`src/rtl/isa_pkg.sv`:
```
// Purpose: shared constants for the bus status and slave address block
// Assumes: axi4-lite data 32 bits, registers in the low byte
// Notes:   byte addresses are word aligned
package isa_pkg;
    localparam int ADDR_W = 8;
    // register byte addresses
    localparam logic [7:0] OFF_STATUS   = 8'h00;
    localparam logic [7:0] OFF_SLV_ADDR = 8'h04;
    localparam logic [7:0] OFF_TX_BUF   = 8'h08;
    localparam logic [7:0] OFF_RX_BUF   = 8'h0c;
    localparam logic [7:0] OFF_CTRL     = 8'h10;
    localparam logic [7:0] OFF_IRQ_STAT = 8'h14;
    localparam logic [7:0] OFF_IRQ_MASK = 8'h18;
    // status flag positions
    localparam int BIT_TX_EMPTY = 7;
    localparam int BIT_TX_END   = 6;
    localparam int BIT_RX_FULL  = 5;
    // slave address register fields
    localparam int BIT_FMT_SEL  = 0;
    // control register fields
    localparam int BIT_TRS      = 0;
    localparam int BIT_TX_MODE  = 1;
    localparam int BIT_ADDRSD   = 2;
    // irq event positions
    localparam int EV_TX_EMPTY  = 0;
    localparam int EV_TX_END    = 1;
    localparam int EV_RX_FULL   = 2;
    localparam int EV_ADDR_HIT  = 3;
    // reset values
    localparam logic [7:0] RST_SLV_ADDR = 8'h00;
    localparam logic [7:0] RST_BYTE     = 8'h00;
    localparam logic [3:0] RST_IRQ      = 4'h0;
    // bit counter marks and bus response codes
    localparam logic [3:0] CNT_LAST_BIT = 4'h7;
    localparam logic [3:0] CNT_ACK      = 4'h8;
    localparam logic [1:0] RESP_OKAY    = 2'h0;
    localparam logic [1:0] RESP_SLVERR  = 2'h2;

    typedef enum logic [1:0] {
        PH_IDLE = 2'b00,
        PH_ADDR = 2'b01,
        PH_DATA = 2'b10
    } isa_phase_e;

    // mapped, aligned register address
    function automatic logic addr_hit(input logic [7:0] a);
        return (a[1:0] == 2'h0) && (a <= OFF_IRQ_MASK);
    endfunction
endpackage

```
`src/rtl/isa_if.sv`:
```
// Purpose: carriers between the block's modules
// Assumes: all signals on aclk
// Notes:   bus carrier holds one-cycle strobes
`timescale 1ns/1ps
interface isa_bus_if;
    logic       wr_en;
    logic [7:0] wr_addr;
    logic [7:0] wdata;
    logic       wstrb0;
    logic       wr_hit;
    logic       rd_en;
    logic [7:0] rd_addr;
    logic [7:0] rdata;
    logic       rd_hit;
    modport slave (output wr_en, wr_addr, wdata, wstrb0, rd_en, rd_addr,
                   input wr_hit, rdata, rd_hit);
    modport regs  (input wr_en, wr_addr, wdata, wstrb0, rd_en, rd_addr,
                   output wr_hit, rdata, rd_hit);
endinterface

interface isa_link_if;
    logic scl_rise;
    logic scl_fall;
    logic sda_lvl;
    logic start_det;
    logic stop_det;
    modport src (output scl_rise, scl_fall, sda_lvl, start_det, stop_det);
    modport dst (input scl_rise, scl_fall, sda_lvl, start_det, stop_det);
endinterface

```
`src/rtl/isa_axil_slave.sv`:
```
// Purpose: axi4-lite slave turning handshakes into register strobes
// Assumes: one write and one read outstanding at most
// Notes:   read answers one cycle, write answers two cycles after the last address or data is taken
`timescale 1ns/1ps
module isa_axil_slave (
    // clock and reset
    input  wire logic        aclk,
    input  wire logic        aresetn,
    // write channels
    input  wire logic [7:0]  s_axi_awaddr,
    input  wire logic        s_axi_awvalid,
    output logic             s_axi_awready,
    input  wire logic [31:0] s_axi_wdata,
    input  wire logic [3:0]  s_axi_wstrb,
    input  wire logic        s_axi_wvalid,
    output logic             s_axi_wready,
    output logic [1:0]       s_axi_bresp,
    output logic             s_axi_bvalid,
    input  wire logic        s_axi_bready,
    // read channels
    input  wire logic [7:0]  s_axi_araddr,
    input  wire logic        s_axi_arvalid,
    output logic             s_axi_arready,
    output logic [31:0]      s_axi_rdata,
    output logic [1:0]       s_axi_rresp,
    output logic             s_axi_rvalid,
    input  wire logic        s_axi_rready,
    // register side
    isa_bus_if.slave         bus
);
    logic       aw_reg, aw_next, w_reg, w_next;
    logic [7:0] awaddr_reg, awaddr_next, wdata_reg, wdata_next;
    logic       wstrb_reg, wstrb_next;
    logic       bvalid_reg, bvalid_next, rvalid_reg, rvalid_next;
    logic [1:0] bresp_reg, bresp_next, rresp_reg, rresp_next;
    logic [7:0] rdata_reg, rdata_next;
    logic       aw_take, w_take, ar_take, do_wr;

    always_comb begin
        aw_take     = s_axi_awvalid & ~aw_reg & ~bvalid_reg;
        w_take      = s_axi_wvalid & ~w_reg & ~bvalid_reg;
        ar_take     = s_axi_arvalid & ~rvalid_reg;
        do_wr       = aw_reg & w_reg & ~bvalid_reg;
        aw_next     = (aw_reg | aw_take) & ~do_wr;
        w_next      = (w_reg | w_take) & ~do_wr;
        awaddr_next = aw_take ? s_axi_awaddr : awaddr_reg;
        wdata_next  = w_take ? s_axi_wdata[7:0] : wdata_reg;
        wstrb_next  = w_take ? s_axi_wstrb[0] : wstrb_reg;
        bvalid_next = do_wr | (bvalid_reg & ~s_axi_bready);
        bresp_next  = do_wr ? (bus.wr_hit ? isa_pkg::RESP_OKAY
                                          : isa_pkg::RESP_SLVERR) : bresp_reg;
        rvalid_next = ar_take | (rvalid_reg & ~s_axi_rready);
        rdata_next  = ar_take ? bus.rdata : rdata_reg;
        rresp_next  = ar_take ? (bus.rd_hit ? isa_pkg::RESP_OKAY
                                            : isa_pkg::RESP_SLVERR)
                              : rresp_reg;
    end

    always_ff @(posedge aclk) begin
        if (!aresetn) begin
            aw_reg     <= 1'b0;
            w_reg      <= 1'b0;
            awaddr_reg <= isa_pkg::RST_BYTE;
            wdata_reg  <= isa_pkg::RST_BYTE;
            wstrb_reg  <= 1'b0;
            bvalid_reg <= 1'b0;
            bresp_reg  <= isa_pkg::RESP_OKAY;
            rvalid_reg <= 1'b0;
            rdata_reg  <= isa_pkg::RST_BYTE;
            rresp_reg  <= isa_pkg::RESP_OKAY;
        end else begin
            aw_reg     <= aw_next;
            w_reg      <= w_next;
            awaddr_reg <= awaddr_next;
            wdata_reg  <= wdata_next;
            wstrb_reg  <= wstrb_next;
            bvalid_reg <= bvalid_next;
            bresp_reg  <= bresp_next;
            rvalid_reg <= rvalid_next;
            rdata_reg  <= rdata_next;
            rresp_reg  <= rresp_next;
        end
    end

    assign s_axi_awready = ~aw_reg & ~bvalid_reg;
    assign s_axi_wready  = ~w_reg & ~bvalid_reg;
    assign s_axi_bvalid  = bvalid_reg;
    assign s_axi_bresp   = bresp_reg;
    assign s_axi_arready = ~rvalid_reg;
    assign s_axi_rvalid  = rvalid_reg;
    assign s_axi_rresp   = rresp_reg;
    assign s_axi_rdata   = {24'h000000, rdata_reg};
    assign bus.wr_en     = do_wr;
    assign bus.wr_addr   = awaddr_reg;
    assign bus.wdata     = wdata_reg;
    assign bus.wstrb0    = wstrb_reg;
    assign bus.rd_en     = ar_take;
    assign bus.rd_addr   = s_axi_araddr;
endmodule

```
`src/rtl/isa_pin_sync.sv`:
```
// Purpose: synchronise scl and sda, find edges, start and stop
// Assumes: scl slower than a few aclk periods
// Notes:   first stage feeds only the second
`timescale 1ns/1ps
module isa_pin_sync (
    // clock and reset
    input  wire logic   aclk,
    input  wire logic   aresetn,
    // pins
    input  wire logic   scl_i,
    input  wire logic   sda_i,
    // events
    isa_link_if.src     link
);
    logic [1:0] scl_s1_reg, scl_s1_next;
    logic [1:0] s2_reg, s2_next;
    logic [1:0] s3_reg, s3_next;

    always_comb begin
        scl_s1_next = {scl_i, sda_i};
        s2_next     = scl_s1_reg;
        s3_next     = s2_reg;
    end

    always_ff @(posedge aclk) begin
        if (!aresetn) begin
            scl_s1_reg <= 2'h3;
            s2_reg     <= 2'h3;
            s3_reg     <= 2'h3;
        end else begin
            scl_s1_reg <= scl_s1_next;
            s2_reg     <= s2_next;
            s3_reg     <= s3_next;
        end
    end

    // bit 1 is scl, bit 0 is sda
    assign link.scl_rise  = s2_reg[1] & ~s3_reg[1];
    assign link.scl_fall  = ~s2_reg[1] & s3_reg[1];
    assign link.sda_lvl   = s2_reg[0];
    assign link.start_det = s2_reg[1] & s3_reg[1] & ~s2_reg[0] & s3_reg[0];
    assign link.stop_det  = s2_reg[1] & s3_reg[1] & s2_reg[0] & ~s3_reg[0];
endmodule

```
`src/rtl/isa_top.sv`:
```
// Purpose: status flags, slave address match and format select
// Assumes: scl and sda come from pins, asynchronous to aclk
// Notes:   slave only, no clock stretching; empty buffer sends ones
//
// What this block does
// RULE1: tx empty flag sets when buffer byte moves into shift register.
// RULE2: tx empty also sets on transmit select, start, slave rx-to-tx.
// RULE3: tx empty clears on write 0 after read 1, or buffer write.
// RULE4: i2c format: tx end sets at ninth scl rise while tx empty.
// RULE5: synchronous format: tx end sets after last frame bit shifted.
// RULE6: tx end clears on write 0 after read 1, or buffer write.
// RULE7: rx full sets when received byte moves into rx buffer.
// RULE8: rx full clears on write 0 after read 1, or rx buffer read.
// RULE9: i2c slave answers when first byte's upper seven bits match.
// RULE10: software gives each slave on the bus a unique address.
// RULE11: format select bit 0: 0 i2c, 1 synchronous; resets 0.
// RULE12: writing 1 to a status flag leaves it unchanged.
`timescale 1ns/1ps
module isa_top (
    // clock and reset
    input  wire logic        aclk,
    input  wire logic        aresetn,
    // register bus
    input  wire logic [7:0]  s_axi_awaddr,
    input  wire logic        s_axi_awvalid,
    output logic             s_axi_awready,
    input  wire logic [31:0] s_axi_wdata,
    input  wire logic [3:0]  s_axi_wstrb,
    input  wire logic        s_axi_wvalid,
    output logic             s_axi_wready,
    output logic [1:0]       s_axi_bresp,
    output logic             s_axi_bvalid,
    input  wire logic        s_axi_bready,
    input  wire logic [7:0]  s_axi_araddr,
    input  wire logic        s_axi_arvalid,
    output logic             s_axi_arready,
    output logic [31:0]      s_axi_rdata,
    output logic [1:0]       s_axi_rresp,
    output logic             s_axi_rvalid,
    input  wire logic        s_axi_rready,
    // two-wire link
    input  wire logic        scl_i,
    input  wire logic        sda_i,
    output logic             sda_o,
    output logic             sda_oe,
    // interrupt
    output logic             irq
);
    isa_bus_if  bus ();
    isa_link_if link ();

    isa_axil_slave u_slave (
        .aclk          (aclk),
        .aresetn       (aresetn),
        .s_axi_awaddr  (s_axi_awaddr),
        .s_axi_awvalid (s_axi_awvalid),
        .s_axi_awready (s_axi_awready),
        .s_axi_wdata   (s_axi_wdata),
        .s_axi_wstrb   (s_axi_wstrb),
        .s_axi_wvalid  (s_axi_wvalid),
        .s_axi_wready  (s_axi_wready),
        .s_axi_bresp   (s_axi_bresp),
        .s_axi_bvalid  (s_axi_bvalid),
        .s_axi_bready  (s_axi_bready),
        .s_axi_araddr  (s_axi_araddr),
        .s_axi_arvalid (s_axi_arvalid),
        .s_axi_arready (s_axi_arready),
        .s_axi_rdata   (s_axi_rdata),
        .s_axi_rresp   (s_axi_rresp),
        .s_axi_rvalid  (s_axi_rvalid),
        .s_axi_rready  (s_axi_rready),
        .bus           (bus.slave)
    );

    isa_pin_sync u_sync (
        .aclk    (aclk),
        .aresetn (aresetn),
        .scl_i   (scl_i),
        .sda_i   (sda_i),
        .link    (link.src)
    );

    // state
    logic [2:0]        flags_reg, flags_next;   // tx empty, tx end, rx full
    logic [2:0]        seen_reg, seen_next;
    logic [7:0]        sar_reg, sar_next;
    logic              trs_reg, trs_next;
    logic [7:0]        tx_buf_reg, tx_buf_next;
    logic              tx_valid_reg, tx_valid_next;
    logic [7:0]        rx_buf_reg, rx_buf_next;
    logic [7:0]        shift_reg, shift_next;
    logic [3:0]        cnt_reg, cnt_next;
    isa_pkg::isa_phase_e phase_reg, phase_next;
    logic              tx_mode_reg, tx_mode_next;
    logic              ack_due_reg, ack_due_next;
    logic              sda_oe_reg, sda_oe_next;
    logic [3:0]        irq_stat_reg, irq_stat_next;
    logic [3:0]        irq_mask_reg, irq_mask_next;
    logic              irq_reg, irq_next;

    // decoded strobes and events
    logic       fs, wr_ok, wr_status, wr_tx, rd_status, rd_rx, rd_irq;
    logic [7:0] rx_byte, status_val;
    logic [2:0] set_ev, clr_ev, trs_set;
    logic       addr_ev, tx_active, load_ok;

    assign fs         = sar_reg[isa_pkg::BIT_FMT_SEL];      // RULE11
    assign wr_ok      = bus.wr_en & bus.wstrb0 & bus.wr_hit;
    assign wr_status  = wr_ok & (bus.wr_addr == isa_pkg::OFF_STATUS);
    assign wr_tx      = wr_ok & (bus.wr_addr == isa_pkg::OFF_TX_BUF);
    assign rd_status  = bus.rd_en & (bus.rd_addr == isa_pkg::OFF_STATUS);
    assign rd_rx      = bus.rd_en & (bus.rd_addr == isa_pkg::OFF_RX_BUF);
    assign rd_irq     = bus.rd_en & (bus.rd_addr == isa_pkg::OFF_IRQ_STAT);
    assign rx_byte    = {shift_reg[6:0], link.sda_lvl};
    assign status_val = {flags_reg, 5'h00};
    assign tx_active  = fs ? trs_reg
                           : (phase_reg == isa_pkg::PH_DATA) & tx_mode_reg;
    assign load_ok    = link.scl_fall & (cnt_reg == 4'h0) & tx_active;

    assign bus.wr_hit = isa_pkg::addr_hit(bus.wr_addr);
    assign bus.rd_hit = isa_pkg::addr_hit(bus.rd_addr);

    always_comb begin
        unique case (bus.rd_addr)
            isa_pkg::OFF_STATUS:   bus.rdata = status_val;
            isa_pkg::OFF_SLV_ADDR: bus.rdata = sar_reg;
            isa_pkg::OFF_RX_BUF:   bus.rdata = rx_buf_reg;
            isa_pkg::OFF_CTRL:     bus.rdata = {5'h00,
                                       phase_reg == isa_pkg::PH_DATA,
                                       tx_mode_reg, trs_reg};
            isa_pkg::OFF_IRQ_STAT: bus.rdata = {4'h0, irq_stat_reg};
            isa_pkg::OFF_IRQ_MASK: bus.rdata = {4'h0, irq_mask_reg};
            default:               bus.rdata = isa_pkg::RST_BYTE;
        endcase
    end

    // link engine
    always_comb begin
        shift_next   = shift_reg;
        cnt_next     = cnt_reg;
        phase_next   = phase_reg;
        tx_mode_next = tx_mode_reg;
        ack_due_next = ack_due_reg;
        sda_oe_next  = sda_oe_reg;
        rx_buf_next  = rx_buf_reg;
        tx_valid_next = tx_valid_reg;
        set_ev       = 3'h0;
        addr_ev      = 1'b0;
        if (!fs && link.start_det) begin
            phase_next   = isa_pkg::PH_ADDR;
            cnt_next     = 4'h0;
            tx_mode_next = 1'b0;
            ack_due_next = 1'b0;
            sda_oe_next  = 1'b0;
            set_ev[2]    = 1'b1;                            // RULE2
        end else if (!fs && link.stop_det) begin
            phase_next   = isa_pkg::PH_IDLE;
            cnt_next     = 4'h0;
            tx_mode_next = 1'b0;
            sda_oe_next  = 1'b0;
        end else if (link.scl_rise && (fs || phase_reg != isa_pkg::PH_IDLE))
        begin
            shift_next = rx_byte;
            cnt_next   = cnt_reg + 4'h1;
            if (cnt_reg == isa_pkg::CNT_LAST_BIT) begin
                if (fs) begin
                    cnt_next    = 4'h0;
                    rx_buf_next = rx_byte;
                    set_ev[0]   = 1'b1;                     // RULE7
                    set_ev[1]   = trs_reg;                  // RULE5
                end else if (phase_reg == isa_pkg::PH_ADDR) begin
                    if (rx_byte[7:1] == sar_reg[7:1]) begin // RULE9
                        phase_next   = isa_pkg::PH_DATA;
                        tx_mode_next = rx_byte[0];
                        ack_due_next = 1'b1;
                        addr_ev      = 1'b1;
                        set_ev[2]    = rx_byte[0];          // RULE2
                    end else begin
                        phase_next   = isa_pkg::PH_IDLE;
                    end
                end else begin
                    ack_due_next = ~tx_mode_reg;
                    if (!tx_mode_reg) begin
                        rx_buf_next = rx_byte;
                        set_ev[0]   = 1'b1;                 // RULE7
                    end
                end
            end else if (cnt_reg == isa_pkg::CNT_ACK) begin
                cnt_next     = 4'h0;
                ack_due_next = 1'b0;
                set_ev[1]    = flags_reg[2];                // RULE4
                if (tx_mode_reg && link.sda_lvl && !ack_due_reg)
                    phase_next = isa_pkg::PH_IDLE;
            end
        end else if (link.scl_fall) begin
            if (load_ok) begin
                if (tx_valid_reg) begin
                    shift_next    = tx_buf_reg;
                    tx_valid_next = 1'b0;
                    set_ev[2]     = 1'b1;                   // RULE1
                    sda_oe_next   = ~tx_buf_reg[7];
                end else begin
                    shift_next    = 8'hff;
                    sda_oe_next   = 1'b0;
                end
            end else if (!fs && cnt_reg == isa_pkg::CNT_ACK) begin
                sda_oe_next = ack_due_reg;
            end else begin
                sda_oe_next = tx_active & ~shift_reg[7];
            end
        end
        if (wr_tx)
            tx_valid_next = 1'b1;
    end

    // software strobes, flag set and clear
    always_comb begin
        sar_next      = sar_reg;
        trs_next      = trs_reg;
        tx_buf_next   = tx_buf_reg;
        irq_mask_next = irq_mask_reg;
        clr_ev        = 3'h0;
        if (wr_ok && bus.wr_addr == isa_pkg::OFF_SLV_ADDR)
            sar_next = bus.wdata;                           // RULE10
        if (wr_ok && bus.wr_addr == isa_pkg::OFF_CTRL)
            trs_next = bus.wdata[isa_pkg::BIT_TRS];
        if (wr_ok && bus.wr_addr == isa_pkg::OFF_IRQ_MASK)
            irq_mask_next = bus.wdata[3:0];
        if (wr_tx)
            tx_buf_next = bus.wdata;
        // a written 1 does nothing
        if (wr_status)
            clr_ev = ~bus.wdata[7:5] & seen_reg; // RULE3 RULE6 RULE8 RULE12
        if (wr_tx)
            clr_ev[2:1] = 2'h3;                             // RULE3 RULE6
        if (rd_rx)
            clr_ev[0] = 1'b1;                               // RULE8
        flags_next = (flags_reg & ~clr_ev) | set_ev | trs_set;
        seen_next  = (rd_status ? flags_reg : seen_reg) & flags_next;
        irq_stat_next = (rd_irq ? 4'h0 : irq_stat_reg)
                      | {addr_ev, set_ev[0], set_ev[1] | trs_set[1],
                         set_ev[2] | trs_set[2]};
        irq_next = |(irq_stat_next & irq_mask_next);
    end

    assign trs_set = {wr_ok && bus.wr_addr == isa_pkg::OFF_CTRL
                      && bus.wdata[isa_pkg::BIT_TRS] && !trs_reg,
                      2'h0};                                // RULE2

    always_ff @(posedge aclk) begin
        if (!aresetn) begin
            flags_reg    <= 3'h0;
            seen_reg     <= 3'h0;
            sar_reg      <= isa_pkg::RST_SLV_ADDR;          // RULE11
            trs_reg      <= 1'b0;
            tx_buf_reg   <= isa_pkg::RST_BYTE;
            tx_valid_reg <= 1'b0;
            rx_buf_reg   <= isa_pkg::RST_BYTE;
            shift_reg    <= isa_pkg::RST_BYTE;
            cnt_reg      <= 4'h0;
            phase_reg    <= isa_pkg::PH_IDLE;
            tx_mode_reg  <= 1'b0;
            ack_due_reg  <= 1'b0;
            sda_oe_reg   <= 1'b0;
            irq_stat_reg <= isa_pkg::RST_IRQ;
            irq_mask_reg <= isa_pkg::RST_IRQ;
            irq_reg      <= 1'b0;
        end else begin
            flags_reg    <= flags_next;
            seen_reg     <= seen_next;
            sar_reg      <= sar_next;
            trs_reg      <= trs_next;
            tx_buf_reg   <= tx_buf_next;
            tx_valid_reg <= tx_valid_next;
            rx_buf_reg   <= rx_buf_next;
            shift_reg    <= shift_next;
            cnt_reg      <= cnt_next;
            phase_reg    <= phase_next;
            tx_mode_reg  <= tx_mode_next;
            ack_due_reg  <= ack_due_next;
            sda_oe_reg   <= sda_oe_next;
            irq_stat_reg <= irq_stat_next;
            irq_mask_reg <= irq_mask_next;
            irq_reg      <= irq_next;
        end
    end

    // open drain: only ever pulls low
    assign sda_o  = 1'b0;
    assign sda_oe = sda_oe_reg;
    assign irq    = irq_reg;
endmodule

```
`config.mk`:
```
export PLATFORM = sky130hd
export DESIGN_NAME = isa_top
export DESIGN_NICKNAME = d
export VERILOG_FILES = /design/src/rtl/isa_pkg.sv /design/src/rtl/isa_if.sv /design/src/rtl/isa_axil_slave.sv /design/src/rtl/isa_pin_sync.sv /design/src/rtl/isa_top.sv
export SDC_FILE = /design/constraint.sdc
export NUM_CORES = 1
export LEC_CHECK = 0
export ABC_AREA = 1
export CORE_MARGIN = 2
export CORE_UTILIZATION = 47
export DETAILED_ROUTE_END_ITERATION = 16
export DONT_BUFFER_PORTS = 1
export GPL_ROUTABILITY_DRIVEN = 0
export PLACE_DENSITY = 0.71
export SYNTH_ARGS = -nofsm -noshare
export SYNTH_HDL_FRONTEND = slang
export SYNTH_SLANG_ARGS = --single-unit
export TNS_END_PERCENT = 100
```
`constraint.sdc`:
```
create_clock -name aclk -period 1.65 [get_ports aclk]
set_clock_uncertainty 0.2 [all_clocks]
set_input_delay 0 -clock aclk [delete_from_list [all_inputs] [get_ports aclk]]
set_output_delay 0 -clock aclk [all_outputs]
set_load 0.02 [all_outputs]
```
# Word-level counts from Yosys, hierarchy flattened
# Cells that the tools add are included.
[word_totals] register_bits=97 output_inout_bits=44 wordCells=233
[classes] add_sub_neg=1 magnitude_cmp=2 n_eq_ne=24 mux=69 bitwise=64 n_reduce_logical=43
[ops] op="2-to-1 mux 8 bit" count=7
[ops] op="one-hot mux 8 bit (6 select lines)" count=1
[ops] op="2-to-1 mux 1 bit" count=42
[ops] op="equality test 8 x 5 -> 1 bit (second input constant)" count=5
[ops] op="AND 1 bit" count=31
[ops] op="AND reduction 5 bit" count=5
[ops] op="2-to-1 mux 2 bit" count=11
[ops] op="2-to-1 mux 4 bit" count=5
[ops] op="inverter 1 bit" count=19
[ops] op="equality test 8 x 3 -> 1 bit (second input constant)" count=2
[ops] op="equality test 8 x 4 -> 1 bit (second input constant)" count=2
[ops] op="<= comparator 8 x 5 -> 1 bit (second input constant)" count=2
[ops] op="zero test 8 bit" count=2
[ops] op="nonzero test 2 bit" count=7
[ops] op="logical AND 1 bit" count=13
[ops] op="!= test 2 bit (second input constant)" count=6
[ops] op="AND 3 bit" count=3
[ops] op="2-to-1 mux 3 bit" count=3
[ops] op="nonzero test 4 bit" count=2
[ops] op="equality test 7 bit" count=1
[ops] op="inverter 3 bit" count=2
[ops] op="bitwise OR 3 bit" count=2
[ops] op="AND reduction 6 bit" count=1
[ops] op="bitwise OR 1 bit" count=5
[ops] op="21 further kinds" count=24

# Longest topological paths before layout
# Gate-level depths: netlist (run 1).
[logic_depth] word_depth=13 ltp_mapped=12 depth_no_buf=12

# By module
# From an unflattened synthesis (run 1), not the netlist that was laid out.
[unflattened] cells_unflattened=706 hier_area_um2=4937.2
[modules_own_cells] mod="isa_top" instances=1 cells_each=468 area_per_inst_um2=3204.3 seq_area_each_um2=1161.1
[modules_own_cells] mod="isa_axil_slave" instances=1 cells_each=211 area_per_inst_um2=1534.0 seq_area_each_um2=620.6
[modules_own_cells] mod="isa_pin_sync" instances=1 cells_each=27 area_per_inst_um2=198.9 seq_area_each_um2=120.1

# Worst setup path after synthesis (run 1)
# No wires, ideal clock.
[synth_timing] kind="register to register" start="reg u_slave.bvalid_reg, in the netlist u_slave.s_axi_bvalid" end="reg u_slave.awaddr_reg[4], in the netlist u_slave.bus.wr_addr[4]" arrival_ps=1327 t_required_ps=1322 slack_ps=-5 path_stages_with_launch=6 n_path_buf=1 period_less_slack_ps=1655 cell_sequence="dfxtp_1 > nor2_1 > nand2_1 > clkbuf_1 > o21ai_0 > a21oi_1"
[synth_between] elab_chain_cells=2
[synth_rtl] item="from (decl)" line_no="isa_axil_slave.sv:34" rtl="logic bvalid_reg, bvalid_next, rvalid_reg, rvalid_next;"
[synth_rtl] item="from (signal assigned)" line_no="isa_axil_slave.sv:77" rtl="bvalid_reg <= bvalid_next;"
[synth_rtl] item="inverter 1 bit" line_no="isa_axil_slave.sv:40" rtl="aw_take = s_axi_awvalid & ~aw_reg & ~bvalid_reg;"
[synth_rtl] item="AND 1 bit" line_no="isa_axil_slave.sv:40"
[synth_rtl] item="to (signal assigned)" line_no="isa_axil_slave.sv:63" rtl="awaddr_reg <= isa_pkg::RST_BYTE;"
[synth_rtl] item="to (signal assigned)" line_no="isa_axil_slave.sv:74" rtl="awaddr_reg <= awaddr_next;"
[synth_rtl] item="to (decl)" line_no="isa_axil_slave.sv:32" rtl="logic [7:0] awaddr_reg, awaddr_next, wdata_reg, wdata_next;"
# Every way passes these cells.
# A chain may end at the register's enable or synchronous reset.

# Worst setup path after layout (run 1)
[layout_timing] start="reg cnt_reg[0]" end="reg ack_due_reg"
[layout_between] elab_chain_cells=3
[layout_rtl] item="from (decl)" line_no="isa_top.sv:92" rtl="logic [3:0] cnt_reg, cnt_next;"
[layout_rtl] item="from (signal assigned)" line_no="isa_top.sv:277" rtl="cnt_reg <= cnt_next;"
[layout_rtl] item="equality test 4 x 3 -> 1 bit or equality test 4 bit (tied branches)" line_no="isa_top.sv:165, isa_top.sv:188"
[layout_rtl] item="!= test 3 x 2 -> 1 bit (no line) (tied with other cells)"
[layout_rtl] item="AND reduction 5 bit (no line)"
[layout_rtl] item="to (signal assigned)" line_no="isa_top.sv:280" rtl="ack_due_reg <= ack_due_next;"
[layout_rtl] item="to (decl)" line_no="isa_top.sv:95" rtl="logic ack_due_reg, ack_due_next;"
# Several ways; a longest one is shown, not always the timed one.

==> results of run 1 <==
[cells by family after synthesis]
logic type,Yosys count,synth area share (%)
flops,95,41.2
mux,1,0.217
buf+inv,128,13.3
other cells,1,0.0812
simple gates,281,26.6
fa+ha+maj,2,0.542
xor+xnor,1,0.190
compound gates,152,17.9
[layout by cell type (no fill, tap or decap), types with 9 or more instances in the layout]
cell type      count
o21ai_2            9
a31oi_1           11
buf_4             61
dlygate4sd3_1     22
nor2_4            11
nand2_1          130
inv_2             17
nand3_2           13
nor2_1            52
o21ai_1           11
dfxtp_2           12
nand2_2           15
buf_6              9
dfxtp_1           77
a21oi_1           60
nor2_2            10
inv_1             59
nand3_1           24
conb_1            27
clkbuf_8          10
o21ai_0           44
[layer usage]
metal	GRT usage (%)	wire length, um
met5	0	0
met4	8.50	395
met3	6.44	772
met2	39.8	6510
met1	29.8	5480
[power breakdown]
part	total (mW)	switching [mW]	internal, mW
Sequential	2.42	0.0702	2.35
Clock	1.44	0.844	0.596
Combinational	0.570	0.343	0.227
[final cells by class]
class	count	area, um2	share of cell area, %
Timing Repair Buffer	93	800	13.4
Inverter	82	320	5.37
Clock inverter	5	41.3	0.692
Multi-Input combinational cell	466	2560	42.9
Clock buffer	10	138	2.31
Tap cell	133	166	2.79
Sequential cell	95	1940	32.5
[path summary, 6_finish.rpt]
path | endpoint | slack [ns]
setup reg to reg | ack_due_reg$_SDFFE_PP0P_ | -0.1
hold reg to reg | u_sync.s2_reg[0]$_SDFF_PN1_ | 0.23
hold / removal | shift_reg[1]$_SDFFE_PN0P_ | -0.47
setup / recovery | ack_due_reg$_SDFFE_PP0P_ | -0.1
[critical path, stage by stage (launching register included)]
cell,delay [ns]
dfxtp_4,0.38
inv_2,0.08
ha_4,0.14
nand3_2,0.10
inv_2,0.12
nor2_2,0.05
inv_1,0.09
nand2_2,0.08
nor2_4,0.13
a21oi_2,0.07
a211oi_2,0.22
[metrics by stage]
stage / hold WS, ns / power [mW] / cell area, um2 / std cells / setup WS (ns)
floorplan: -0.0948 / 2.80 / 4730 / 687 / 0.00169
global route: -0.478 / 4.60 / 5960 / 884 / -0.167
global placement: -0.120 / 2.88 / 5010 / 829 / -0.101
CTS: -0.481 / 4.37 / 5600 / 875 / -0.0442
finish: -0.469 / 4.43 / 5960 / 884 / -0.0950
detailed placement: -0.117 / 2.89 / 5010 / 829 / -0.171
[repair_timing]
action | 4_1_cts | 5_1_grt
gates cloned | 1 | 1
gates resized for setup | 44 | 103
setup endpoints to repair | 47 | 64
hold endpoints to repair | 95 | 53
hold buffers | 22 | 2
pin swaps | 12 | 39
buffers inserted | 8 | 9
==> key figures, run 1 <==
Timing
  • Setup TNS: -0.480 ns
  • Min Clock Period, post-route: 1.75 ns
  • Min Hold Slack: -0.469 ns
  • Final Setup Violations: 18
  • Final setup margin: -0.0950 ns
  • Slew Viols, Final: 0
  • RSZ-0062 raised after global routing: true
  • Fin crit share: 106%
  • Max Fclk: 573 MHz
  • Final Hold Viols: 53

Drt
  • Initial DRC Count: 299
  • DR vias: 4,594
  • Drt wl/cell: 14.9 um
  • DRT Wirelength: 13,200 um
  • Via-per-instance ratio: 5.20
  • Final ANT Viol Nets: 0
  • DRT Pass-1 Iters: 5
  • DRC viols: 0

Worst setup path
  • Worst r2r src: cnt_reg[0]$_SDFFE_PP0P_
  • Crit Path Class: reg -> reg
  • Data arrival time of the critical path: 1.84 ns
  • CP startpoint kind: register
  • Crit path capture type: register
  • Worst setup path startpoint: cnt_reg[0]$_SDFFE_PP0P_
  • WP data required: 1.74 ns
  • CP max FO: 4
  • R2R cell count: 10

Synth
  • EDFF count, synth: 0
  • Most common cell in the netlist: nand2_1
  • Ranking of synthesized cells by area: dfxtp_1 (41%), nand2_1 (12%), a21oi_1 (7.2%)
  • Ys flop type: dfxtp_1
  • Number of library cell types mapped by synthesis: 43
  • Seq/Total Area, Yosys: 41.2%
  • Synth area leader: dfxtp_1
  • #FFs+latches synth: 95
  • Syn Inst Count: 661
  • Yosys warnings: 0
  • Most common library cells after synthesis: nand2_1 (146), dfxtp_1 (95), inv_1 (75)
  • Synth top area share: 41.2%
  • Mapped Area: 4620 um2
  • Avg Cell Area, Syn: 6.98 um2
  • Asr flop ratio synth: 0%

Floorplanning
  • Die Ht: 103 um
  • Initial Util: 47.9%
  • Boundary Pins: 105
  • Die ar.: 10,600 um2
  • Core Area: 9640 um2
  • Num rows: 36
  • Die width: 103 um

Finish
  • Post-route core utilization: 61.9%
  • Fill cells: 838
  • Share of cells above drive strength 1: 28.8%
  • Ant diodes: 0
  • Nets@finish: 810
  • Syn-to-layout area delta: 29.2%

Clock network
  • CTS tree: yes
  • Total CTS buffers: 9
  • Root Buffer: clkbuf_8
  • Worst-Skew Late Latency: 0.37 ns
  • Clock slew at reported path FFs: 0.09 ns
  • Bufs on Longest Clock Path: 2
  • H-tree depth: 3
  • CTS sink count: 95

Global route
  • Gr ovfl total: 0
  • Vias in the first global route: 4,255
  • Wire length of the first global-routing pass: 19,700 um
  • Pin count of the biggest net entering global routing: 56
  • Initial antenna violation count: 0
  • Overall routing resource usage: 23.9%

Placement
  • Buffers on Ports: 0
  • Post-DP HPWL: 8570 um

Outcome
  • Failing checks: hold timing, setup timing
  • Status: finished, violations left

Power
  • Pwr Density: 743 nW/um2
  • VDD IR-drop max: 0.645 mV
  • LEAKAGE: 2.45 nW

Worst hold path
  • Worst hold start: aresetn
  • Hold path depth: 2
  • Min-Delay Path Class: in -> reg

Flow run
  • Maximum Capacitance Violations: 0
Power figures use the tool's default switching activity.
==> run 2, diff against run 1 <==
--- a/config.mk
+++ b/config.mk
@@ -6,6 +6,7 @@
 export NUM_CORES = 1
 export LEC_CHECK = 0
 export ABC_AREA = 1
+export CORE_ASPECT_RATIO = 2
 export CORE_MARGIN = 2
 export CORE_UTILIZATION = 47
 export DETAILED_ROUTE_END_ITERATION = 16
==> run 2 against run 1 <==
Largest power group unchanged. The run still ends with hold timing, setup timing left. Highest routed layer unchanged. Critical path depth stayed put. Via count rose by 8.7%. Critical endpoint is now sar_reg[1]$_SDFFE_PN0P_. Utilization rose by 6.2 points.
==> key figures, run 2 (synthesis results as in run 1) <==
Outcome
  • Status: finished, violations left
  • Failing checks: hold timing, setup timing

Floorplanning
  • Num rows: 51 (+42%)
  • Boundary Pins: 105 (unchanged)
  • Core Area: 9640 um2 (about the same)
  • Die Ht: 144 um (+40%)
  • Initial Util: 47.9% (about the same)
  • Die ar.: 10,700 um2 (+0.45%)
  • Die width: 74.1 um (-28%)

Global route
  • Pin count of the biggest net entering global routing: 56 (unchanged)
  • Vias in the first global route: 4,659 (+9.5%)
  • Wire length of the first global-routing pass: 21,900 um (+11%)
  • Met2 GRT Util: 49.3% (+9.5 points)
  • M3 GR Usage: 4.67% (-1.8 points)
  • Gr ovfl total: 0 (unchanged)
  • Busiest layer in global routing: met2
  • Met1 GRT Util: 26.5% (-3.3 points)
  • Initial antenna violation count: 0 (unchanged)
  • Overall routing resource usage: 27.1% (+3.2 points)

Finish
  • Most common cell after layout, fill and taps aside: nand2_1
  • Fill cells: 721 (-14%)
  • Syn-to-layout area delta: 42.2%
  • Share of cells above drive strength 1: 36.9% (+8.2 points)
  • Most frequent cells in the layout: nand2_1 (117), buf_4 (85), dfxtp_1 (73)
  • Ant diodes: 0 (unchanged)
  • Nets@finish: 843 (+4.1%)
  • Post-route core utilization: 68.1% (+6.2 points)

Timing
  • RSZ-0062 raised after global routing: true
  • Fin crit share: 108% (+2.1 points)
  • Final Hold Viols: 54 (+1.9%)
  • Max Fclk: 562 MHz (-2.0%)
  • Final Setup Violations: 29 (+11)
  • Min Clock Period, post-route: 1.78 ns (+0.0350 ns)
  • Slew Viols, Final: 0 (unchanged)
  • Min Hold Slack: -0.437 ns (+0.0326 ns)
  • Final setup margin: -0.130 ns (-0.0350 ns)

Worst setup path
  • Data arrival time of the critical path: 1.81 ns (-0.03 ns)
  • Most used cell, CP: nand2_2
  • WP data required: 1.68 ns (-0.06 ns)
  • R2R cell count: 10 (unchanged)
  • Worst setup path startpoint: u_slave.bus.wr_addr[0]$_SDFFE_PN0P_
  • Critical Path End: sar_reg[1]$_SDFFE_PN0P_
  • CP Depth: 10 (unchanged)
  • CP startpoint kind: register
  • Crit Path Class: reg -> reg
  • R2R Setup Slk: -0.13 ns (-0.04 ns)
  • Crit path capture type: register
  • Slowest CP cell: dfxtp_2
  • CP max FO: 6 (+2)
  • Worst r2r src: u_slave.bus.wr_addr[0]$_SDFFE_PN0P_
  • Largest stage delay on the critical path: 0.33 ns (-0.05 ns)
  • Terminus of the critical flop-to-flop path: sar_reg[1]$_SDFFE_PN0P_
  • CP Cell Sequence: nor2_2 > nand2_1 > inv_1 > nand2_2 > nand2_4 > buf_4 > nand3_4 > buf_6 > nand2_2 > a21oi_2
  • Buf+Inv Stages, Crit Path: 3 (unchanged)
  • Delay-heaviest family, CP: simple AND/OR/NAND/NOR gates

Power
  • Sw Share: 26.3% (-2.1 points)
  • Sequential power share: 45.4% (-9.2 points)
  • Psw: 1.41 mW (+12%)
  • VDD IR-drop max: 0.836 mV (+30%)
  • Gate power share: 13.3% (+0.4 points)
  • Pwr Density: 817 nW/um2 (+10%)
  • Pint: 3.95 mW (+25%)
  • LEAKAGE: 2.71 nW (+10%)
  • Clk pwr share: 41.3% (+8.8 points)

Clock network
  • CTS tree: yes
  • Worst-Skew Late Latency: 0.35 ns (-0.02 ns)
  • Bufs on Longest Clock Path: 2 (unchanged)
  • Clock slew at reported path FFs: 0.07 ns (-0.02 ns)
  • CTS sink count: 95 (unchanged)
  • CTS Hold Buffers Added: 18 (-18%)
  • Total CTS buffers: 9 (unchanged)
  • H-tree depth: 3 (unchanged)
  • Root Buffer: clkbuf_16

Drt
  • DRC viols: 0 (unchanged)
  • DRT Wirelength: 15,600 um (+19%)
  • Via-per-instance ratio: 5.44 (+4.8%)
  • Final ANT Viol Nets: 0 (unchanged)
  • DR vias: 4,992 (+8.7%)
  • Initial DRC Count: 304 (+1.7%)
  • Drt wl/cell: 17.1 um (+15%)
  • DRT Pass-1 Iters: 5 (unchanged)

Placement
  • Pre-CTS setup slack: -0.168 ns (+0.00381 ns)
  • Buffers on Ports: 0 (unchanged)
  • Post-DP HPWL: 9630 um (+12%)

Worst hold path
  • Worst hold start: aresetn
  • Min-Delay Path Class: in -> reg

Flow run
  • Maximum Capacitance Violations: 0 (unchanged)
## run 2: cell count changes in the layout (fill, tap and decap cells not counted), moves of 9 or more
cell,change
buf_4,+24
a21oi_1,-17
a21oi_2,+18
nand2_1,-13
buf_6,+14
clkbuf_16,+9
## run 2: through the flow
step	power, mW	instances	hold WS (ns)	setup TNS (ns)	cell area (um2)
6_report	5.36	917	-0.437	-2.22	6560
5_1_grt	5.52	917	-0.433	-4.93	6560
4_1_cts	5.22	899	-0.444	-0.246	5960
3_5_place_dp	2.95	851	-0.121	-4.73	5180
3_3_place_gp	2.94	851	-0.125	-2.07	5180
2_1_floorplan	2.80	687	-0.0948	0	4730
## run 2: layer usage
| layer | part of all wire (%) | routed length (um) | vias up |
|---|---|---|---|
| li1 | - | - | 2332 |
| met4 | 8.2 | 1280 | 0 |
| met5 | 0 | 0 | - |
| met1 | 32 | 5010 | 2356 |
| met3 | 4.3 | 672 | 83 |
| met2 | 55 | 8670 | 221 |
## run 2: cell type report
class / count / area, um2 / area share, %
tap: 132 / 165 / 2.52
multi-input combinational: 465 / 2710 / 41.3
inverter: 82 / 327 / 4.98
sequential: 95 / 1950 / 29.8
clock buffer: 12 / 267 / 4.06
timing repair buffer: 127 / 1090 / 16.6
clock inverter: 4 / 51.3 / 0.782
## run 2: power groups by stage
stage	Clock, mW	Combinational, mW	Sequential, mW
after floorplan	0	0.344	2.45
after global placement	0	0.470	2.47
after detailed placement	0	0.480	2.47
after CTS	2.22	0.578	2.42
after global routing	2.32	0.762	2.44
final	2.21	0.713	2.44
## run 2: worst min path at each step
stage / slack (ns) / cells past startpoint / to
floorplan: -0.09 / 1 / u_slave.s_axi_bvalid$_SDFF_PN0_
global route: -0.43 / 2 / shift_reg[6]$_SDFFE_PN0P_
CTS: -0.44 / 2 / irq_stat_reg[0]$_SDFF_PN0_
global placement: -0.12 / 1 / u_sync.s3_reg[1]$_SDFF_PN1_
finish: -0.44 / 2 / shift_reg[6]$_SDFFE_PN0P_
detailed placement: -0.12 / 1 / u_sync.s3_reg[1]$_SDFF_PN1_
## run 2: repair_timing
action                                  in CTS  in global routing
resized for setup                           59                159
endpoints found under the setup margin      59                 68
endpoints found under the hold margin       95                 54
pin swaps                                   27                 59
setup buffers                               15                 17
gates cloned                                 0                  3
==> run 3, diff against run 2 <==
--- a/config.mk
+++ b/config.mk
@@ -12,7 +12,9 @@
 export DETAILED_ROUTE_END_ITERATION = 16
 export DONT_BUFFER_PORTS = 1
 export GPL_ROUTABILITY_DRIVEN = 0
+export HOLD_SLACK_MARGIN = 0.05
 export PLACE_DENSITY = 0.71
+export RECOVER_POWER = 25
 export SYNTH_ARGS = -nofsm -noshare
 export SYNTH_HDL_FRONTEND = slang
 export SYNTH_SLANG_ARGS = --single-unit
==> run 3 against run 2 <==
The flow still finishes with violations (hold timing, setup timing). Sequential share of layout area shrank 0.068 points. Register-to-register slack about the same. Routed wire length is 0.22% higher. Flip-flop and latch count unchanged. Utilization grew 0.16 points. Clock power about the same. Critical endpoint unchanged.
==> key figures, run 3 (synthesis results as in run 1) <==
Power
  • Total Power: 5.36 mW (about the same)
  • Pwr Density: 815 nW/um2 (-0.29%)
  • LEAKAGE: 2.71 nW (about the same)
  • VDD IR-drop max: 0.837 mV (+0.17%)

Timing
  • Final Setup Violations: 29 (unchanged)
  • Fin crit share: 109% (+0.75 points)
  • Final setup margin: -0.142 ns (-0.0124 ns)
  • RSZ-0062 raised after global routing: true
  • Min Hold Slack: -0.436 ns (+0.000706 ns)
  • Slew Viols, Final: 0 (unchanged)
  • Min Clock Period, post-route: 1.79 ns (+0.0124 ns)
  • Max Fclk: 558 MHz (-0.69%)
  • Setup TNS: -2.42 ns (-0.200 ns)
  • Final Hold Viols: 54 (unchanged)

Floorplanning
  • Num rows: 51 (unchanged)
  • Initial Util: 47.9% (unchanged)
  • Core Area: 9640 um2 (unchanged)
  • Boundary Pins: 105 (unchanged)
  • Die width: 74.1 um (unchanged)
  • Die Ht: 144 um (unchanged)
  • Die ar.: 10,700 um2 (unchanged)

Worst setup path
  • WP data required: 1.68 ns (about the same)
  • Crit path capture type: register
  • CP max FO: 6 (unchanged)
  • Crit Path Class: reg -> reg
  • Terminus of the critical flop-to-flop path: sar_reg[1]$_SDFFE_PN0P_
  • Worst r2r src: u_slave.bus.wr_addr[0]$_SDFFE_PN0P_
  • Buf+Inv Stages, Crit Path: 3 (unchanged)
  • CP startpoint kind: register
  • R2R cell count: 10 (unchanged)
  • CP Cell Sequence: nor2_2 > nand2_1 > inv_1 > nand2_2 > nand2_4 > buf_4 > nand3_4 > buf_6 > nand2_2 > a21oi_2
  • Largest stage delay on the critical path: 0.33 ns (about the same)
  • R2R Setup Slk: -0.14 ns (about the same)
  • Slowest CP cell: dfxtp_2
  • Most used cell, CP: nand2_2
  • Delay-heaviest family, CP: simple AND/OR/NAND/NOR gates
  • Data arrival time of the critical path: 1.82 ns (about the same)

Flow run
  • Maximum Capacitance Violations: 0 (unchanged)

Drt
  • DRT Pass-1 Iters: 5 (unchanged)
  • DR vias: 5,021 (+0.58%)
  • DRT Wirelength: 15,700 um (+0.22%)
  • Final ANT Viol Nets: 0 (unchanged)
  • DRC viols: 0 (unchanged)
  • Via-per-instance ratio: 5.46 (+0.36%)
  • Drt wl/cell: 17.1 um (about the same)
  • Initial DRC Count: 317 (+4.3%)

Global route
  • Pin count of the biggest net entering global routing: 56 (unchanged)
  • Wire length of the first global-routing pass: 21,900 um (unchanged)
  • Initial antenna violation count: 0 (unchanged)
  • Vias in the first global route: 4,668 (+0.19%)
  • Overall routing resource usage: 27.2% (+0.028 points)
  • Gr ovfl total: 0 (unchanged)

Clock network
  • CTS sink count: 95 (unchanged)
  • Root Buffer: clkbuf_16
  • H-tree depth: 3 (unchanged)
  • CTS Hold Buffers Added: 19 (+1)
  • Total CTS buffers: 9 (unchanged)
  • CTS tree: yes
  • Bufs on Longest Clock Path: 2 (unchanged)
  • Clock slew at reported path FFs: 0.07 ns (about the same)
  • Worst-Skew Late Latency: 0.35 ns (about the same)

Worst hold path
  • Worst hold start: aresetn
  • Hold EP: shift_reg[6]$_SDFFE_PN0P_
  • Hold path depth: 2 (unchanged)
  • Min-Delay Path Class: in -> reg

Outcome
  • Failing checks: hold timing, setup timing
  • Status: finished, violations left

Finish
  • Fill cells: 712 (-1.2%)
  • Post-Layout Inst Area: 6580 um2 (+0.23%)
  • Syn-to-layout area delta: 42.5%
  • Nets@finish: 845 (+0.24%)
  • Share of cells above drive strength 1: 37.0% (about the same)
  • Post-route core utilization: 68.3% (+0.16 points)
  • Most common cell after layout, fill and taps aside: nand2_1
  • Fin cells: 919 (+0.22%)
  • Most frequent cells in the layout: nand2_1 (116), buf_4 (85), dfxtp_1 (73)
  • Ant diodes: 0 (unchanged)

Placement
  • Pre-CTS setup slack: -0.168 ns (unchanged)
  • Post-DP HPWL: 9630 um (unchanged)
  • Placed Instances: 851 (unchanged)
  • Post-DP Area: 5180 um2 (unchanged)
  • Buffers on Ports: 0 (unchanged)
-- run 3: changes by cell type in the layout (fill, tap and decap cells not counted), sizes merged --
cell and delta:
clkbuf +2
-- run 3: how the worst max path moves through the flow --
stage	start	end	slack (ns)	cells past startpoint
finish	u_slave.bus.wr_addr[0]$_SDFFE_PN0P_	sar_reg[1]$_SDFFE_PN0P_	-0.14	10
global route	sar_reg[5]$_SDFFE_PN0P_	seen_reg[2]$_SDFF_PN0_	-0.24	12
CTS	u_slave.bus.wr_addr[7]$_SDFFE_PN0P_	seen_reg[2]$_SDFF_PN0_	-0.06	12
detailed placement	u_slave.bus.wr_addr[6]$_SDFFE_PN0P_	tx_buf_reg[6]$_SDFFE_PN0P_	-0.17	7
global placement	u_slave.bus.wr_addr[6]$_SDFFE_PN0P_	tx_buf_reg[6]$_SDFFE_PN0P_	-0.12	7
floorplan	cnt_reg[1]$_SDFFE_PP0P_	phase_reg[1]$_SDFFE_PP0P_	0.002	7
-- run 3: final cells by class --
cell class	count	area (um2)	share of cell area, %
multi-input cells	465	2720	41.3
flip-flops and latches	95	1950	29.7
repair buffers	129	1100	16.7
inverters	82	327	4.96
clock buffers	12	267	4.05
well taps	132	165	2.51
clock inverters	4	51.3	0.780
-- run 3: routing by layer --
layer / up-vias / share of wire, % / global-route usage (%)
met1: 2355 / 32 / 26.5
met3: 84 / 4.4 / 4.74
li1: 2340 / - / -
met4: 0 / 7.8 / 19.5
met2: 242 / 56 / 49.2
met5: - / 0 / 0
-- run 3: repair_timing --
item / in CTS / in global routing
gates cloned: 0 / 3
hold endpoints to repair: 95 / 55
endpoints found under the setup margin: 59 / 68
setup buffers: 15 / 19
pin swaps: 27 / 59
resized for setup: 59 / 161
-- run 3: power breakdown --
part / leakage, nW / switching [mW] / internal (mW)
Sequential: 0.784 / 0.0864 / 2.35
Combinational: 1.77 / 0.414 / 0.299
Clock: 0.155 / 0.909 / 1.30
Total: 2.71 / 1.41 / 3.95
-- run 3: worst reg2reg max path, delay by kind of cell, from the launching register on --
kind | cells | cell delay, ns
buffers and inverters | 3 | 0.43
AND/OR/NAND/NOR | 6 | 0.65
flip-flops | 1 | 0.33
AO/OA/AOI/OAI | 1 | 0.05
